File: src/core/lcr_pkg.sv
package lcr_pkg;
    localparam int ADDR_W = 8;
    localparam int DATA_W = 8;
    localparam logic [7:0] OFS_LANE_RECEIVER_DETECT_CTRL = 8'h23;
    localparam logic [7:0] OFS_EQ = 8'h24;
    localparam logic [7:0] OFS_SWING = 8'h25;
    localparam logic [7:0] OFS_STATUS = 8'h26;
    localparam logic [7:0] RST_LANE_RECEIVER_DETECT_CTRL = 8'h00;
    localparam logic [7:0] RST_EQ = 8'h2f;
    localparam logic [7:0] RST_SWING = 8'had;
    localparam int LANE_RECEIVER_DETECT_CTRL_LO = 2;
    localparam int LANE_RECEIVER_DETECT_CTRL_HI = 3;
    localparam int SCP_BIT = 7;
    localparam int MODE_BIT = 6;
    localparam int SWING_LO = 0;
    localparam int SWING_HI = 2;
    localparam int STATUS_BIT = 7;
    localparam logic [1:0] DET_HIZ = 2'h0;
    localparam logic [1:0] DET_AUTO_LIM = 2'h1;
    localparam logic [1:0] DET_AUTO_FREE = 2'h2;
    localparam logic [1:0] DET_TERM = 2'h3;
    localparam int CLK_HZ = 25_000_000;
    localparam int PROBE_MS = 12;
    localparam int PROBE_CYC = CLK_HZ / 1000 * PROBE_MS;
    localparam int PROBE_MAX = 50;
    typedef enum logic [1:0] {ST_IDLE, ST_PROBE, ST_TERM, ST_STOP} lcr_det_t;
endpackage

File: src/core/lcr_regs.sv
`timescale 1ns/1ps
module lcr_regs #(
    parameter int PROBE_CYCLES = lcr_pkg::PROBE_CYC,
    parameter int PROBE_LIMIT = lcr_pkg::PROBE_MAX
) (
    input wire logic mclk,
    input wire logic reset_n,
    input wire logic regWrite,
    input wire logic [lcr_pkg::ADDR_W-1:0] regAddr,
    input wire logic [lcr_pkg::DATA_W-1:0] regWdata,
    output logic [lcr_pkg::DATA_W-1:0] regRdata,
    input wire logic detOverride,
    input wire logic modeOverride,
    input wire logic [1:0] detPinMode,
    input wire logic modePin,
    input wire logic rxPresent,
    output logic probePulse,
    output logic termEnable,
    output logic [7:0] equalizerSetting,
    output logic [2:0] outputSwing,
    output logic shortProtect,
    output logic laneMode
);
    import lcr_pkg::*;

    logic [7:0] detReg_r, detReg_nxt, eqReg_r, eqReg_nxt, swReg_r, swReg_nxt;
    logic [7:0] rdata_r, rdata_nxt;
    lcr_det_t st_r, st_nxt;
    logic [31:0] tmr_r, tmr_nxt;
    logic [7:0] cnt_r, cnt_nxt;
    logic probe_r, probe_nxt, term_r, term_nxt, sc_r, sc_nxt, md_r, md_nxt;
    logic [1:0] effMode, mode_r;

    // Register file
    // Reserved bits are stored as written; software keeps them at their fixed values
    // Read data is registered, so a read shows the addressed register one cycle later
    always_comb begin
        detReg_nxt = detReg_r;
        eqReg_nxt = eqReg_r;
        swReg_nxt = swReg_r;
        if (regWrite) begin
            if (regAddr == OFS_LANE_RECEIVER_DETECT_CTRL) begin
                detReg_nxt = regWdata;
            end else if (regAddr == OFS_EQ) begin
                eqReg_nxt = regWdata;
            end else if (regAddr == OFS_SWING) begin
                swReg_nxt = regWdata;
            end
        end
        rdata_nxt = 8'h00;
        if (regAddr == OFS_LANE_RECEIVER_DETECT_CTRL) begin
            rdata_nxt = detReg_r;
        end else if (regAddr == OFS_EQ) begin
            rdata_nxt = eqReg_r;
        end else if (regAddr == OFS_SWING) begin
            rdata_nxt = swReg_r;
        end else if (regAddr == OFS_STATUS) begin
            rdata_nxt[STATUS_BIT] = term_r;
        end
    end

    always_ff @(posedge mclk or negedge reset_n) begin
        if (!reset_n) begin
            detReg_r <= RST_LANE_RECEIVER_DETECT_CTRL;
            eqReg_r <= RST_EQ;
            swReg_r <= RST_SWING;
            rdata_r <= 8'h00;
        end else begin
            detReg_r <= detReg_nxt;
            eqReg_r <= eqReg_nxt;
            swReg_r <= swReg_nxt;
            rdata_r <= rdata_nxt;
        end
    end

    // Source of the detect mode: register only under override
    assign effMode = detOverride ? detReg_r[LANE_RECEIVER_DETECT_CTRL_HI:LANE_RECEIVER_DETECT_CTRL_LO] : detPinMode;

    // Detect engine; a mode change restarts it so a stale count cannot stop a new auto run
    always_comb begin
        st_nxt = st_r;
        tmr_nxt = tmr_r;
        cnt_nxt = cnt_r;
        probe_nxt = 1'b0;
        if (effMode != mode_r) begin
            st_nxt = ST_IDLE;
            tmr_nxt = 32'h0;
            cnt_nxt = 8'h00;
        end else begin
            case (st_r)
                ST_IDLE: begin
                    if (effMode == DET_TERM) begin
                        st_nxt = ST_TERM;
                    end else if (effMode == DET_AUTO_LIM || effMode == DET_AUTO_FREE) begin
                        st_nxt = ST_PROBE;
                    end
                end
                ST_PROBE: begin
                    if (tmr_r == 32'(PROBE_CYCLES - 1)) begin
                        tmr_nxt = 32'h0;
                        probe_nxt = 1'b1;
                        if (rxPresent) begin
                            st_nxt = ST_TERM;
                        end else if (effMode == DET_AUTO_LIM && cnt_r == 8'(PROBE_LIMIT - 1)) begin
                            st_nxt = ST_STOP;
                        end else if (effMode == DET_AUTO_LIM) begin
                            // Only the limited run counts; a free run would otherwise wrap the counter
                            cnt_nxt = cnt_r + 8'h01;
                        end
                    end else begin
                        tmr_nxt = tmr_r + 32'h1;
                    end
                end
                default: begin
                end
            endcase
        end
        term_nxt = (st_nxt == ST_TERM);
        sc_nxt = swReg_r[SCP_BIT];
        md_nxt = modeOverride ? swReg_r[MODE_BIT] : modePin;
    end

    always_ff @(posedge mclk or negedge reset_n) begin
        if (!reset_n) begin
            st_r <= ST_IDLE;
            tmr_r <= 32'h0;
            cnt_r <= 8'h00;
            probe_r <= 1'b0;
            term_r <= 1'b0;
            sc_r <= 1'b0;
            md_r <= 1'b0;
            mode_r <= DET_HIZ;
        end else begin
            st_r <= st_nxt;
            tmr_r <= tmr_nxt;
            cnt_r <= cnt_nxt;
            probe_r <= probe_nxt;
            term_r <= term_nxt;
            sc_r <= sc_nxt;
            md_r <= md_nxt;
            mode_r <= effMode;
        end
    end


    // Every output is a flop; protect and mode take one extra stage after the register
    assign regRdata = rdata_r;
    assign probePulse = probe_r;
    assign termEnable = term_r;
    assign equalizerSetting = eqReg_r;
    assign outputSwing = swReg_r[SWING_HI:SWING_LO];
    assign shortProtect = sc_r;
    assign laneMode = md_r;


    // Checks
    AST_HIZ_MODE: assert property (@(posedge mclk) disable iff (!reset_n)
        (effMode == DET_HIZ) [*3] |-> !termEnable) else $error("terminated in hi-z mode");
    AST_TERM_MODE: assert property (@(posedge mclk) disable iff (!reset_n)
        (effMode == DET_TERM) [*3] |-> termEnable) else $error("not terminated in mode 11");
    AST_LIMIT: assert property (@(posedge mclk) disable iff (!reset_n)
        cnt_r <= 8'(PROBE_LIMIT)) else $error("probe count past limit");
    AST_STOP_QUIET: assert property (@(posedge mclk) disable iff (!reset_n)
        st_r == ST_STOP |=> !probePulse) else $error("probe after stop");
    AST_DETECT: assert property (@(posedge mclk) disable iff (!reset_n)
        (st_r == ST_PROBE && probe_nxt && rxPresent && effMode == mode_r) |=> termEnable)
        else $error("no termination after detect");
    AST_SPACING: assert property (@(posedge mclk) disable iff (!reset_n)
        probePulse |=> !probePulse [*2]) else $error("probes too close");
    AST_STATUS: assert property (@(posedge mclk) disable iff (!reset_n)
        (regAddr == OFS_STATUS) |=> regRdata[STATUS_BIT] == $past(termEnable))
        else $error("status bit wrong");
    AST_MODE_SRC: assert property (@(posedge mclk) disable iff (!reset_n)
        !modeOverride |=> laneMode == $past(modePin)) else $error("mode not from pin");
    AST_SCP: assert property (@(posedge mclk) disable iff (!reset_n)
        regWrite && regAddr == OFS_SWING |=> ##1 shortProtect == $past(regWdata[SCP_BIT], 2))
        else $error("protect bit not applied");
    AST_EQ: assert property (@(posedge mclk) disable iff (!reset_n)
        regWrite && regAddr == OFS_EQ |=> equalizerSetting == $past(regWdata))
        else $error("eq not written");

    AST_SWING: assert property (@(posedge mclk) disable iff (!reset_n)
        regWrite && regAddr == OFS_SWING |=> outputSwing == $past(regWdata[SWING_HI:SWING_LO]))
        else $error("swing not written");

    AST_FREE_NO_STOP: assert property (@(posedge mclk) disable iff (!reset_n)
        st_r == ST_STOP |-> mode_r == DET_AUTO_LIM)
        else $error("probing stopped outside limited mode");

    AST_STATUS_RO: assert property (@(posedge mclk) disable iff (!reset_n)
        regWrite && regAddr == OFS_STATUS |=> detReg_r == $past(detReg_r) && eqReg_r == $past(eqReg_r)
        && swReg_r == $past(swReg_r)) else $error("status write changed a register");

    AST_SCP_SRC: assert property (@(posedge mclk) disable iff (!reset_n)
        1'b1 |=> shortProtect == $past(swReg_r[SCP_BIT]))
        else $error("protect not from register");

    // Coverage of the main scenarios
    COV_DETECT: cover property (@(posedge mclk) disable iff (!reset_n) $rose(termEnable));
    COV_STOP: cover property (@(posedge mclk) disable iff (!reset_n) st_r == ST_STOP);
    COV_PROBE: cover property (@(posedge mclk) disable iff (!reset_n) probePulse);
    COV_FREE_DET: cover property (@(posedge mclk) disable iff (!reset_n)
        mode_r == DET_AUTO_FREE && $rose(termEnable));
    COV_FIXED: cover property (@(posedge mclk) disable iff (!reset_n)
        mode_r == DET_TERM && termEnable);
endmodule // lcr_regs

File: config.mk
export PLATFORM = sky130hd
export DESIGN_NAME = lcr_regs
export DESIGN_NICKNAME = d
export VERILOG_FILES = /design/src/core/lcr_pkg.sv /design/src/core/lcr_regs.sv
export SDC_FILE = /design/constraint.sdc
export NUM_CORES = 1
export LEC_CHECK = 0
export BUFFER_PORTS_ARGS = -buffer_cell sky130_fd_sc_hd__buf_4
export CORE_MARGIN = 3
export CORE_UTILIZATION = 60
export DETAILED_ROUTE_END_ITERATION = 12
export PLACE_DENSITY = 0.82
export SLEW_MARGIN = 15
export SYNTH_ARGS = -nofsm -noshare
export SYNTH_HDL_FRONTEND = slang
export SYNTH_SLANG_ARGS = --single-unit
File: constraint.sdc
create_clock -name mclk -period 2.9 [get_ports mclk]
set_clock_uncertainty 0.1 [all_clocks]
set_input_delay 0.145 -clock mclk [delete_from_list [all_inputs] [get_ports mclk]]
set_output_delay 0.145 -clock mclk [all_outputs]
set_load 0.01 [all_outputs]
# Word-level counts from Yosys, hierarchy flattened
# Index checks and enable logic that the tools add are counted.
# classes
addsub	2
n_eq_ne	14
muxes	26
n_bitwise	2
n_reduce_logical	10
# op_table
operator	count
$mux 32	3
$mux 8	8
$eq 8x6->1 const B	5
$add 32x1->32 const B	1
$eq 32x19->1 const B	1
$mux 2	7
$add 8x1->8 const B	1
$mux 7	1
$eq 2x2->1 const B	3
$mux 1	6
$reduce_bool 2->1	3
$reduce_and 5->1	1
$eq 2x1->1 const B	2
$pmux 2 s2	1
$reduce_and 4->1	1
$reduce_and 3->1	1
$logic_not 2->1	1
$ne 2x1->1 const B	1
$ne 2x2->1	1
$ne 2x2->1 const B	1
$not 1->1	2
$reduce_and 2->1	1
$logic_and 1x1->1	1
$logic_or 1x1->1	1
# totals
reg_bits	80

# Depth between registers and ports, before layout
# Gate-level depths: netlist of the first run.
# logic_depth
word_depth	9
mapped_depth	8
ltp_nobuf	8

# Least setup slack after synthesis of the first run
# OpenSTA, ideal clock, no wires.
# synth_timing
kind	reg-to-reg
startpoint	register detReg_r[3]
endpoint	register cnt_r[2]
setup_time_ps	77
t_arrival_ps	1837
required_time_ps	2723
setup_slack_ps	886
stages_incl_launch_ff	8
period_less_slack_ps	2014
cell_sequence	dfrtp_1 -> mux2i_2 -> ha_1 -> and4bb_1 -> a21boi_0 -> nand4_1 -> or3_1 -> a21oi_1
# synth_between
elab_chain_cells	5
# synth_rtl
item	line_no	rtl
from (decl)	lcr_regs.sv:26	logic [7:0] detReg_r, detReg_nxt, eqReg_r, eqReg_nxt, swReg_r, swReg_nxt;
from (signal assigned)	lcr_regs.sv:69	detReg_r <= detReg_nxt;
$mux 2 *	lcr_regs.sv:77	assign effMode = detOverride ? detReg_r[LANE_RECEIVER_DETECT_CTRL_HI:LANE_RECEIVER_DETECT_CTRL_LO] : detPinMod ...
$eq 2x1->1	lcr_regs.sv:104, lcr_regs.sv:106	
$logic_and 1x1->1	lcr_regs.sv:104	end else if (effMode == DET_AUTO_LIM && cnt_r == 8'(PROBE_LIMIT - 1)) begin
$ne 2x2->1 (no source line)	-	
$reduce_and 5->1 (no source line)	-	
to (signal assigned)	lcr_regs.sv:136	cnt_r <= cnt_nxt;
to (decl)	lcr_regs.sv:30	logic [7:0] cnt_r, cnt_nxt;
# Every way passes the cells marked *; elsewhere a longest branch is shown, timed or not.
# A chain may end at the register's enable or synchronous reset.

# Worst setup path after layout of the first run
# layout_timing
startpoint	input detPinMode[1]
endpoint	register cnt_r[2]
# layout_between
elab_chain_cells	5
# layout_rtl
item	line_no	rtl
from (decl)	lcr_regs.sv:14	input wire logic [1:0] detPinMode,
$mux 2 *	lcr_regs.sv:77	
$eq 2x1->1	lcr_regs.sv:104, lcr_regs.sv:106	
$logic_and 1x1->1	lcr_regs.sv:104	
$ne 2x2->1 (no source line)	-	
$reduce_and 5->1 (no source line)	-	
# Marked as above.

==> results.sh, run 1 <==
export IMPL_hp_class="input pin to flip-flop"
export IMPL_drcViolationCount=0
export IMPL_period_needed_ns=2.34
export IMPL_synth_xor_area_share_pct=2.95
export IMPL_pre_cts_ws_ns=0.652
export IMPL_dieArea_sq_um=7810
export IMPL_run_status="finished clean"
export IMPL_worst_skew_pair_late_latency_ns=0.36
export IMPL_numCtsBuffers=9
export IMPL_leak_pwr_nw=2.12
export IMPL_netlist_area_sq_um=4070
export IMPL_num_nets_final=480
export IMPL_worstSetupStartpoint="detPinMode[1]"
export IMPL_layoutNonFillerInstCount=532
export IMPL_grt_start_max_net_pins=81
export IMPL_relSlewSlack_pct=34.6
export IMPL_synthFlopType="dfrtp_1"
export IMPL_crit_arrival_ns=2.52
export IMPL_worst_tran_pin_value_ns=0.982
export IMPL_clk_transition_reported_paths_ns=0.08
export IMPL_power_density_cell_area_nw_per_um2=458
export IMPL_hold_viol=0
export IMPL_fp_dieH_um=88.4
export IMPL_post_drt_wl_per_cell_um=17.2
export IMPL_clockRootBuffer="clkbuf_8"
export IMPL_synth_mux_area_share_pct=7.74
export IMPL_n_fill_cell=431
export IMPL_post_synthesis_to_final_layout_area_growth_pct=18.6
export IMPL_synth_seq_area_share_pct=49.5
export IMPL_post_cts_resized=0
export IMPL_timing_fmax_mhz=427
export IMPL_final_setup_viol_count=0
export IMPL_finalWirelength_um=9150
export IMPL_final_core_util_pct=74.8
export IMPL_synth_simple_area_share_pct=20.4
export IMPL_netlist_top_cells_area="dfrtp_1 43%, mux2_2 6.9%, dfstp_2 6.5%"
export IMPL_vdd_drop_max_v=0.000373
export IMPL_number_of_standard_cell_rows_in_the_floorplan=29
export IMPL_detail_route_iter0_violations=164
export IMPL_power_dissipated_by_switching_net_loads_mw=0.563
export IMPL_internal_power_mw=1.65
export IMPL_synth_compound_area_share_pct=13.4
export IMPL_dominant_combinational_cell_family_by_area_after_synthesis="simple AND/OR/NAND/NOR gates"
export IMPL_sw_frac_of_total_pct=25.4
export IMPL_first_global_vias=3221
export IMPL_finalSetupTns_ns=0
export IMPL_port_buffers=47
export IMPL_detail_route_antenna_nets=0
export IMPL_die_w_um=88.4
export IMPL_worst_path_max_fanout=6
export IMPL_clock_tree_from_tritoncts="yes"
export IMPL_diodes=0
export IMPL_comb_power_share_pct=9.1
export IMPL_worst_endpoint_required_ns=3.08
export IMPL_via_per_inst=6.17
export IMPL_number_of_synthesis_warnings=0
export IMPL_p_clk_share_pct=38.3
export IMPL_detail_route_first_pass_iterations=5
export IMPL_grt_setup_unrepaired="no"
export IMPL_start_util_pct=63.0
export IMPL_synth_async_reset_ratio_pct=100
export IMPL_synth_fa_ha_area_share_pct=1.54
export IMPL_final_period_utilization_pct=80.7
export IMPL_gp_congestion=0.848
export IMPL_hold_path_startpoint="detOverride"
export IMPL_worstReg2RegStart="detReg_r[3]"
export IMPL_layout_setup_ws_ns=0.558
export IMPL_clockBufferDepth=2
export IMPL_via_count=3280
export IMPL_hpwl_um=6080
export IMPL_yosysTopAreaCellShare_pct=43.0
export IMPL_fraction_of_final_layout_cells_sized_beyond_drive_strength_1_pct=27.9
export IMPL_gr_usage_all_layers_pct=25.7
export IMPL_stdcell_area_sq_um=4830
export IMPL_post_synth_num_cell_types=57
export IMPL_drv_slew=0
export IMPL_critPathKind="input pin to flip-flop"
export IMPL_number_of_antenna_violations_at_the_first_check_in_global_routing=0
export IMPL_postSynthRegisterBits=80
export IMPL_floorplan_core_area_sq_um=6460
export IMPL_grt_remaining_overflow=0
export IMPL_tritoncts_num_sinks=80
export IMPL_share_seq_of_total_power_pct=52.6
export IMPL_placed_cells=503
export IMPL_maxcap_violations=0
export IMPL_hold_worst_slack_ns=0.0176
export IMPL_placedInstanceArea_sq_um=4490
export IMPL_first_pass_grt_wire_length_um=15600
export IMPL_setup_worst_path_end_class="flip-flop"
export IMPL_clock_tree_htree_level_count=3
export IMPL_synth_net_count=414
export IMPL_power_mw=2.21
export IMPL_cp_start_kind="input pin"
export IMPL_synth_enable_flop_cells=0
export IMPL_top_level_ports=48
export IMPL_yosysTopAreaCell="dfrtp_1"
export IMPL_synthesis_instances=384
export IMPL_syn_avg_cell_area_sq_um=10.6
## critical path: stages
cell,delay [ns]
dlygate4sd3_1,0.54
buf_4,0.14
mux2i_2,0.26
ha_1,0.24
and4bb_1,0.31
a21boi_0,0.27
nand4_1,0.14
or3_1,0.33
a21oi_1,0.14
## worst paths after layout
path | end | slack (ns) | cells after the start
worst max-delay path | cnt_r[2] | 0.56 | 9
worst min-delay path | mode_r[1] | 0.02 | 3
worst max register to register | cnt_r[2] | 0.60 | 7
worst min register to register | shortProtect | 0.33 | 0
max in group asynchronous | detReg_r[0] | 1.68 | 2
min in group asynchronous | tmr_r[7] | 0.39 | 2
## final cells by class
cell class / instances / area [sq um] / share of cell area [%]
clock inverters: 6 / 67.6 / 1.40
well taps: 77 / 96.3 / 1.99
flip-flops and latches: 80 / 2010 / 41.7
repair buffers: 70 / 558 / 11.6
clock buffers: 10 / 138 / 2.85
multi-input cells: 268 / 1880 / 38.9
inverters: 21 / 78.8 / 1.63
## layout by cell type, fill, tap and decap left out, types with 3 or more instances in the layout
cell type | synthesis | final
a21oi_1 | 33 | 33
a222oi_1 | 7 | 7
and4_1 | 4 | 4
buf_4 | 4 | 57
clkbuf_8 | 0 | 10
dfrtp_1 | 70 | 70
dfstp_2 | 10 | 10
dlygate4sd3_1 | 0 | 13
ha_1 | 5 | 5
inv_1 | 20 | 20
mux2_2 | 25 | 25
nand2_1 | 21 | 21
nand3_1 | 14 | 14
nand4_1 | 10 | 10
nor2_1 | 26 | 26
nor3_1 | 4 | 4
nor3_2 | 3 | 3
nor4_2 | 3 | 3
nor4b_1 | 3 | 3
o21ai_0 | 16 | 16
o21ai_1 | 4 | 4
o311ai_1 | 3 | 3
o31ai_1 | 10 | 10
or3_1 | 22 | 22
or4_1 | 7 | 7
xnor2_1 | 4 | 4
xor2_1 | 6 | 6
## metal layers
layer,global-route usage [%],wire length (um),vias up
met5,0,0,-
met3,5.40,497,21
li1,-,-,1560
met1,35.1,3980,1593
met4,10.4,235,0
met2,40.2,4430,106
## flip-flops by register name, indices dropped and copies added, names as in the netlist
name / cells
tmr_r: 32
cnt_r: 8
detReg_r: 8
equalizerSetting: 8
regRdata: 8
swReg_r: 8
mode_r: 2
st_r: 2
laneMode: 1
probePulse: 1
shortProtect: 1
termEnable: 1
## cell families after synthesis
| kind of cell | after synthesis |
|---|---|
| DFF | 80 |
| buffers and inverters | 36 |
| AOI/OAI and AO/OA | 84 |
| adders and majority gates | 5 |
| and+or+nand+nor | 139 |
| xor gates and xnor gates | 12 |
| muxes | 28 |
## synth_stat cells, types with 5 or more instances
| library cell | n |
|---|---|
| dfrtp_1 | 70 |
| a21oi_1 | 33 |
| nor2_1 | 26 |
| mux2_2 | 25 |
| or3_1 | 22 |
| nand2_1 | 21 |
| inv_1 | 20 |
| o21ai_0 | 16 |
| nand3_1 | 14 |
| dfstp_2 | 10 |
| nand4_1 | 10 |
| o31ai_1 | 10 |
| a222oi_1 | 7 |
| or4_1 | 7 |
| buf_2 | 6 |
| xor2_1 | 6 |
| ha_1 | 5 |
## power by group through the flow
stage / logic, mW / registers, mW / clock network [mW]
floorplan: 0.105 / 1.18 / 0
global placement: 0.183 / 1.18 / 0
detailed placement: 0.188 / 1.18 / 0
CTS: 0.205 / 1.16 / 0.860
global route: 0.223 / 1.17 / 0.915
finish: 0.202 / 1.16 / 0.847
## repair_timing
item / CTS / global route
hold buffers: 13 / 0
buffers inserted: 0 / 0
endpoints found under the hold margin: 97 / 0
Power figures use the tool's default switching activity.
==> inputs of run 2 (changes only) <==
CORE_UTILIZATION = 53   (was 60)
PLACE_DENSITY = 0.76   (was 0.82)
clock period = 1.9 ns   (was 2.9 ns; I/O delays follow)
==> run 2 against run 1 <==
  * The run now ends with negative setup slack left
  * Hold slack improved by 0.067 ns
  * Die area increased by 12%
  * Cell count is 20% higher
  * Cell area is 25% higher
  * Critical path depth is 3 lower
  * Critical path type is now flip-flop to flip-flop
  * Largest power group unchanged
==> results.sh, run 2 (synthesis gave the netlist of run 1 again) <==
export IMPL_leak_pwr_nw=2.71
export IMPL_clk_transition_reported_paths_ns=0.10
export IMPL_p_clk_share_pct=39.6
export IMPL_violations="negative setup slack"
export IMPL_hpwl_um=7470
export IMPL_die_w_um=93.6
export IMPL_hold_end="regRdata[7]"
export IMPL_power_density_cell_area_nw_per_um2=632
export IMPL_largest_register="tmr_r"
export IMPL_detail_route_antenna_nets=0
export IMPL_drcViolationCount=0
export IMPL_layout_setup_ws_ns=-0.231
export IMPL_period_needed_ns=2.13
export IMPL_post_synthesis_to_final_layout_area_growth_pct=48.0
export IMPL_start_util_pct=55.2
export IMPL_n_fill_cell=363
export IMPL_worstSetupStartpoint="tmr_r[19]"
export IMPL_gp_congestion=0.885
export IMPL_cp_start_kind="flip-flop"
export IMPL_clockBufferDepth=2
export IMPL_rr_worst_depth=6
export IMPL_sw_frac_of_total_pct=27.6
export IMPL_crit_arrival_ns=2.34
export IMPL_clock_tree_from_tritoncts="yes"
export IMPL_reg_to_reg_slack_setup_ns=-0.23
export IMPL_hp_class="input pin to flip-flop"
export IMPL_final_period_utilization_pct=112
export IMPL_mostFrequentLayoutCell="buf_4"
export IMPL_grt_start_max_net_pins=35
export IMPL_placedInstanceArea_sq_um=5140
export IMPL_share_seq_of_total_power_pct=46.8
export IMPL_first_global_vias=3989
export IMPL_floorplan_core_area_sq_um=7370
export IMPL_via_per_inst=6.42
export IMPL_first_pass_grt_wire_length_um=19300
export IMPL_comb_power_share_pct=13.6
export IMPL_hold_viol=0
export IMPL_detail_route_first_pass_iterations=6
export IMPL_hold_path_startpoint="regAddr[1]"
export IMPL_pre_cts_ws_ns=-0.198
export IMPL_via_count=4110
export IMPL_internal_power_mw=2.76
export IMPL_tritoncts_num_sinks=80
export IMPL_fraction_of_final_layout_cells_sized_beyond_drive_strength_1_pct=48.2
export IMPL_drv_slew=0
export IMPL_diodes=0
export IMPL_number_of_antenna_violations_at_the_first_check_in_global_routing=0
export IMPL_port_buffers=47
export IMPL_numCtsBuffers=9
export IMPL_relSlewSlack_pct=64.4
export IMPL_largest_reg_flops=32
export IMPL_mostFrequentLayoutCells="125 x buf_4, 68 x dfrtp_1, 25 x mux2_2"
export IMPL_gr_usage_all_layers_pct=28.5
export IMPL_num_nets_final=566
export IMPL_finalSetupTns_ns=-6.01
export IMPL_power_dissipated_by_switching_net_loads_mw=1.05
export IMPL_finalWirelength_um=14100
export IMPL_grt_setup_unrepaired="yes"
export IMPL_worstReg2RegStart="tmr_r[19]"
export IMPL_dieArea_sq_um=8770
export IMPL_critPathKind="flip-flop to flip-flop"
export IMPL_number_of_standard_cell_rows_in_the_floorplan=31
export IMPL_stdcell_area_sq_um=6020
export IMPL_clock_tree_htree_level_count=3
export IMPL_worst_tran_pin_value_ns=0.527
export IMPL_top_level_ports=48
export IMPL_clockRootBuffer="clkbuf_8"
export IMPL_worst_path_max_fanout=4
export IMPL_run_status="finished, violations left"
export IMPL_grt_remaining_overflow=0
export IMPL_worst_endpoint_required_ns=2.11
export IMPL_timing_fmax_mhz=469
export IMPL_fp_dieH_um=93.6
export IMPL_regToRegEndpoint="tmr_r[28]"
export IMPL_worst_skew_pair_late_latency_ns=0.38
export IMPL_hold_depth=4
export IMPL_detail_route_iter0_violations=450
export IMPL_vdd_drop_max_v=0.000443
export IMPL_maxcap_violations=0
export IMPL_setup_worst_path_end_class="flip-flop"
export IMPL_post_drt_wl_per_cell_um=22.1
export IMPL_final_setup_viol_count=43
-- run 2: cell types whose count changed in the layout (fill, tap and decap cells not counted), sizes merged --
cell | before | now
bufinv | 1 | 2
clkinvlp | 2 | 0
clkinv | 2 | 0
o31ai | 12 | 13
buf | 57 | 141
inv | 22 | 26
-- run 2: how the worst max path moves through the flow --
stage           endpoint  slack, ns
3_3_place_gp    cnt_r[7]      -0.17
5_1_grt        tmr_r[30]      -0.34
2_1_floorplan   cnt_r[2]      -0.05
6_report       tmr_r[28]      -0.23
3_5_place_dp   tmr_r[16]      -0.20
4_1_cts        tmr_r[21]      -0.12
-- run 2: layout make-up --
type                       count  area, sq um  share of cell area [%]
clock buffer                   9          124                    2.06
multi-input combinational    269         2210                    36.8
inverter                      21         78.8                    1.31
timing repair buffer         155         1360                    22.6
clock inverter                 7          106                    1.77
sequential                    80         2020                    33.5
tap                           99          124                    2.06
-- run 2: through the flow --
stage	hold slack [ns]	cells	power, mW	util [%]
6_report	0.0847	640	3.81	81.7
3_5_place_dp	-0.0104	589	2.19	69.7
4_1_cts	0.0159	635	3.71	78.5
2_1_floorplan	-0.301	384	1.97	-
3_3_place_gp	-0.0155	589	2.17	69.7
5_1_grt	0.137	640	3.90	81.7
-- run 2: power groups by stage --
stage / sequential, mW / clock [mW] / combinational, mW
after floorplan: 1.81 / 0 / 0.164
after global placement: 1.80 / 0 / 0.367
after detailed placement: 1.81 / 0 / 0.380
after CTS: 1.78 / 1.49 / 0.442
after global routing: 1.79 / 1.57 / 0.547
final: 1.78 / 1.51 / 0.520
-- run 2: timing repair --
item | 4_1_cts | 5_1_grt
pin swaps | 16 | 23
hold buffers | 13 | 0
cloned | 2 | 2
setup endpoints to repair | 40 | 43
hold endpoints to repair | 84 | 0
resized for setup | 26 | 39
setup buffers | 16 | 4
-- run 2: per-layer routing --
layer,vias up,track usage [%],routed length [um]
met1,2013,34.2,5270
li1,1734,-,-
met5,-,0,0
met2,285,49.7,7140
met3,78,5.47,1070
met4,0,12.3,650
-- run 2: worst max-delay path, stage by stage, from the launching register on --
cell and delay [ns]:
dfrtp_1 0.40, buf_4 0.15, nand3_1 0.20, nor3_2 0.31, nand4_1 0.21, or4_1 0.53, a21oi_1 0.16
==> inputs of run 3 (changes only) <==
TNS_END_PERCENT = 50   (was unset)
==> run 3 against run 2 <==
  * The run still ends with negative setup slack left
  * Count of clock-buffer cells in the layout stayed put
  * Setup slack worse by 0.013 ns
  * Cell count stayed put
  * Global-route usage grew 1.0 points
  * First-iteration DRC count down 7.1%
  * Die area unchanged
  * Register-to-register slack about the same
  * Via count down 0.80%
  * Flip-flop and latch count is the same
  * Clock power hardly changed
  * Largest cell class unchanged
  * Largest power group unchanged
  * Highest routed layer unchanged
==> results.sh, run 3 (synthesis gave the netlist of run 1 again) <==
export IMPL_worstReg2RegStart="tmr_r[5]"
export IMPL_grt_setup_unrepaired="yes"
export IMPL_number_of_standard_cell_rows_in_the_floorplan=31
export IMPL_floorplan_core_area_sq_um=7370
export IMPL_dieArea_sq_um=8770
export IMPL_clockRootBuffer="clkbuf_8"
export IMPL_timing_critical_path_cells="buf_6 > nand3_4 > nor4_4 > buf_4 > o31ai_4 > or4b_1 > a21oi_2"
export IMPL_clockBufferDepth=2
export IMPL_detail_route_antenna_nets=0
export IMPL_reg_to_reg_slack_setup_ns=-0.24
export IMPL_gr_usage_all_layers_pct=29.5
export IMPL_internal_power_mw=2.74
export IMPL_cp_start_kind="flip-flop"
export IMPL_power_density_cell_area_nw_per_um2=630
export IMPL_num_nets_final=566
export IMPL_layout_area_seq_sq_um=2020
export IMPL_setup_worst_path_end_class="flip-flop"
export IMPL_timing_fmax_mhz=466
export IMPL_grt_start_max_net_pins=35
export IMPL_largest_register="tmr_r"
export IMPL_start_util_pct=55.2
export IMPL_top_level_ports=48
export IMPL_drcViolationCount=0
export IMPL_grt_remaining_overflow=0
export IMPL_n_fill_cell=403
export IMPL_first_pass_grt_wire_length_um=20000
export IMPL_number_of_antenna_violations_at_the_first_check_in_global_routing=0
export IMPL_hpwl_um=7470
export IMPL_post_synthesis_to_final_layout_area_growth_pct=46.4
export IMPL_sw_frac_of_total_pct=27.1
export IMPL_clock_tree_from_tritoncts="yes"
export IMPL_multiInputGateArea_sq_um=2170
export IMPL_post_drt_wl_per_cell_um=21.7
export IMPL_final_setup_viol_count=43
export IMPL_drv_slew=0
export IMPL_clk_transition_reported_paths_ns=0.09
export IMPL_violations="negative setup slack"
export IMPL_via_per_inst=6.37
export IMPL_crit_arrival_ns=2.34
export IMPL_numCtsBuffers=9
export IMPL_timing_critical_path_slowest_stage_cell="or4b_1"
export IMPL_mostFrequentLayoutCells="127 x buf_4, 68 x dfrtp_1, 27 x a21oi_1"
export IMPL_detail_route_iter0_violations=418
export IMPL_worst_skew_pair_late_latency_ns=0.37
export IMPL_hp_class="input pin to async pin"
export IMPL_run_status="finished, violations left"
export IMPL_die_w_um=93.6
export IMPL_via_count=4077
export IMPL_comb_power_share_pct=13.0
export IMPL_layout_setup_ws_ns=-0.244
export IMPL_relSlewSlack_pct=64.4
export IMPL_rr_worst_depth=7
export IMPL_first_global_vias=4090
export IMPL_detail_route_first_pass_iterations=5
export IMPL_p_clk_share_pct=39.6
export IMPL_maxcap_violations=0
export IMPL_fp_dieH_um=93.6
export IMPL_tritoncts_num_sinks=80
export IMPL_diodes=0
export IMPL_port_buffers=47
export IMPL_pre_cts_ws_ns=-0.198
export IMPL_mostFrequentLayoutCell="buf_4"
export IMPL_power_dissipated_by_switching_net_loads_mw=1.02
export IMPL_worst_tran_pin_value_ns=0.527
export IMPL_critPathKind="flip-flop to flip-flop"
export IMPL_stdcell_area_sq_um=5960
export IMPL_clock_tree_htree_level_count=3
export IMPL_placedInstanceArea_sq_um=5140
export IMPL_finalWirelength_um=13900
export IMPL_gp_congestion=0.885
export IMPL_final_period_utilization_pct=113
export IMPL_regToRegEndpoint="tmr_r[16]"
export IMPL_period_needed_ns=2.14
export IMPL_fraction_of_final_layout_cells_sized_beyond_drive_strength_1_pct=45.5
export IMPL_share_seq_of_total_power_pct=47.4
export IMPL_largest_reg_flops=32
export IMPL_critical_path_max_stage_delay_ns=0.51
export IMPL_worst_endpoint_required_ns=2.10
export IMPL_leak_pwr_nw=2.73
export IMPL_worst_path_max_fanout=6
export IMPL_hold_viol=0
export IMPL_vdd_drop_max_v=0.000445
[run 3: cell types whose count changed in the layout (fill, tap and decap cells not counted), moves of 3 or more]
| cell | delta |
|---|---|
| nor2_2 | -3 |
| or3_4 | -7 |
| a21oi_2 | -10 |
| nor2_1 | +3 |
| or3_1 | +7 |
| a21oi_1 | +9 |
[run 3: cell type report]
cell class	instances	area share, %
Multi-Input combinational cell	269	36.4
Clock inverter	7	1.78
Tap cell	99	2.08
Clock buffer	9	2.08
Sequential cell	80	33.8
Timing Repair Buffer	155	22.5
Inverter	21	1.32
[run 3: worst max path at each step]
stage	cells past startpoint	to	from	slack [ns]
2_1_floorplan	7	cnt_r[2]	detReg_r[3]	-0.05
3_3_place_gp	7	cnt_r[7]	tmr_r[23]	-0.17
3_5_place_dp	6	tmr_r[16]	tmr_r[1]	-0.20
4_1_cts	6	tmr_r[27]	tmr_r[5]	-0.11
5_1_grt	8	tmr_r[15]	detReg_r[2]	-0.27
6_report	7	tmr_r[16]	tmr_r[5]	-0.24
[run 3: power by group through the flow]
stage	Combinational (mW)	Clock, mW	Sequential [mW]
detailed placement	0.380	0	1.81
global route	0.512	1.56	1.79
CTS	0.439	1.49	1.78
floorplan	0.164	0	1.81
finish	0.487	1.49	1.78
global placement	0.367	0	1.80
[run 3: repair_timing]
action                                 CTS  global route
setup endpoints to repair               40            44
endpoints found under the hold margin   84             0
gates resized for setup                 22            29
pin swaps                               18            13
cloned                                   2             0
hold buffers                            13             0
setup buffers                           12             8
[run 3: layer usage]
| layer | global-route usage (%) | vias to the layer above | wire length (um) |
|---|---|---|---|
| li1 | - | 1741 | - |
| met1 | 34.8 | 2010 | 5090 |
| met2 | 52.5 | 250 | 7040 |
| met3 | 4.18 | 76 | 986 |
| met4 | 14.4 | 0 | 750 |
| met5 | 0 | - | 0 |
[run 3: metrics by stage]
step	utilization (%)	setup TNS [ns]	std cells	power (mW)	hold WS (ns)
2_1_floorplan	-	-0.108	384	1.97	-0.301
3_3_place_gp	69.7	-5.00	589	2.17	-0.0155
3_5_place_dp	69.7	-5.44	589	2.19	-0.0104
4_1_cts	78.2	-2.27	632	3.71	0.0159
5_1_grt	80.9	-8.96	640	3.86	0.160
6_report	80.9	-6.24	640	3.76	0.121
[run 3: worst max-delay path: cells and delay by family (launching register included)]
kind | cells | cell delay, ns
AND/OR/NAND/NOR | 3 | 0.94
AO/OA/AOI/OAI | 2 | 0.26
flip-flops | 1 | 0.42
buffers and inverters | 2 | 0.35
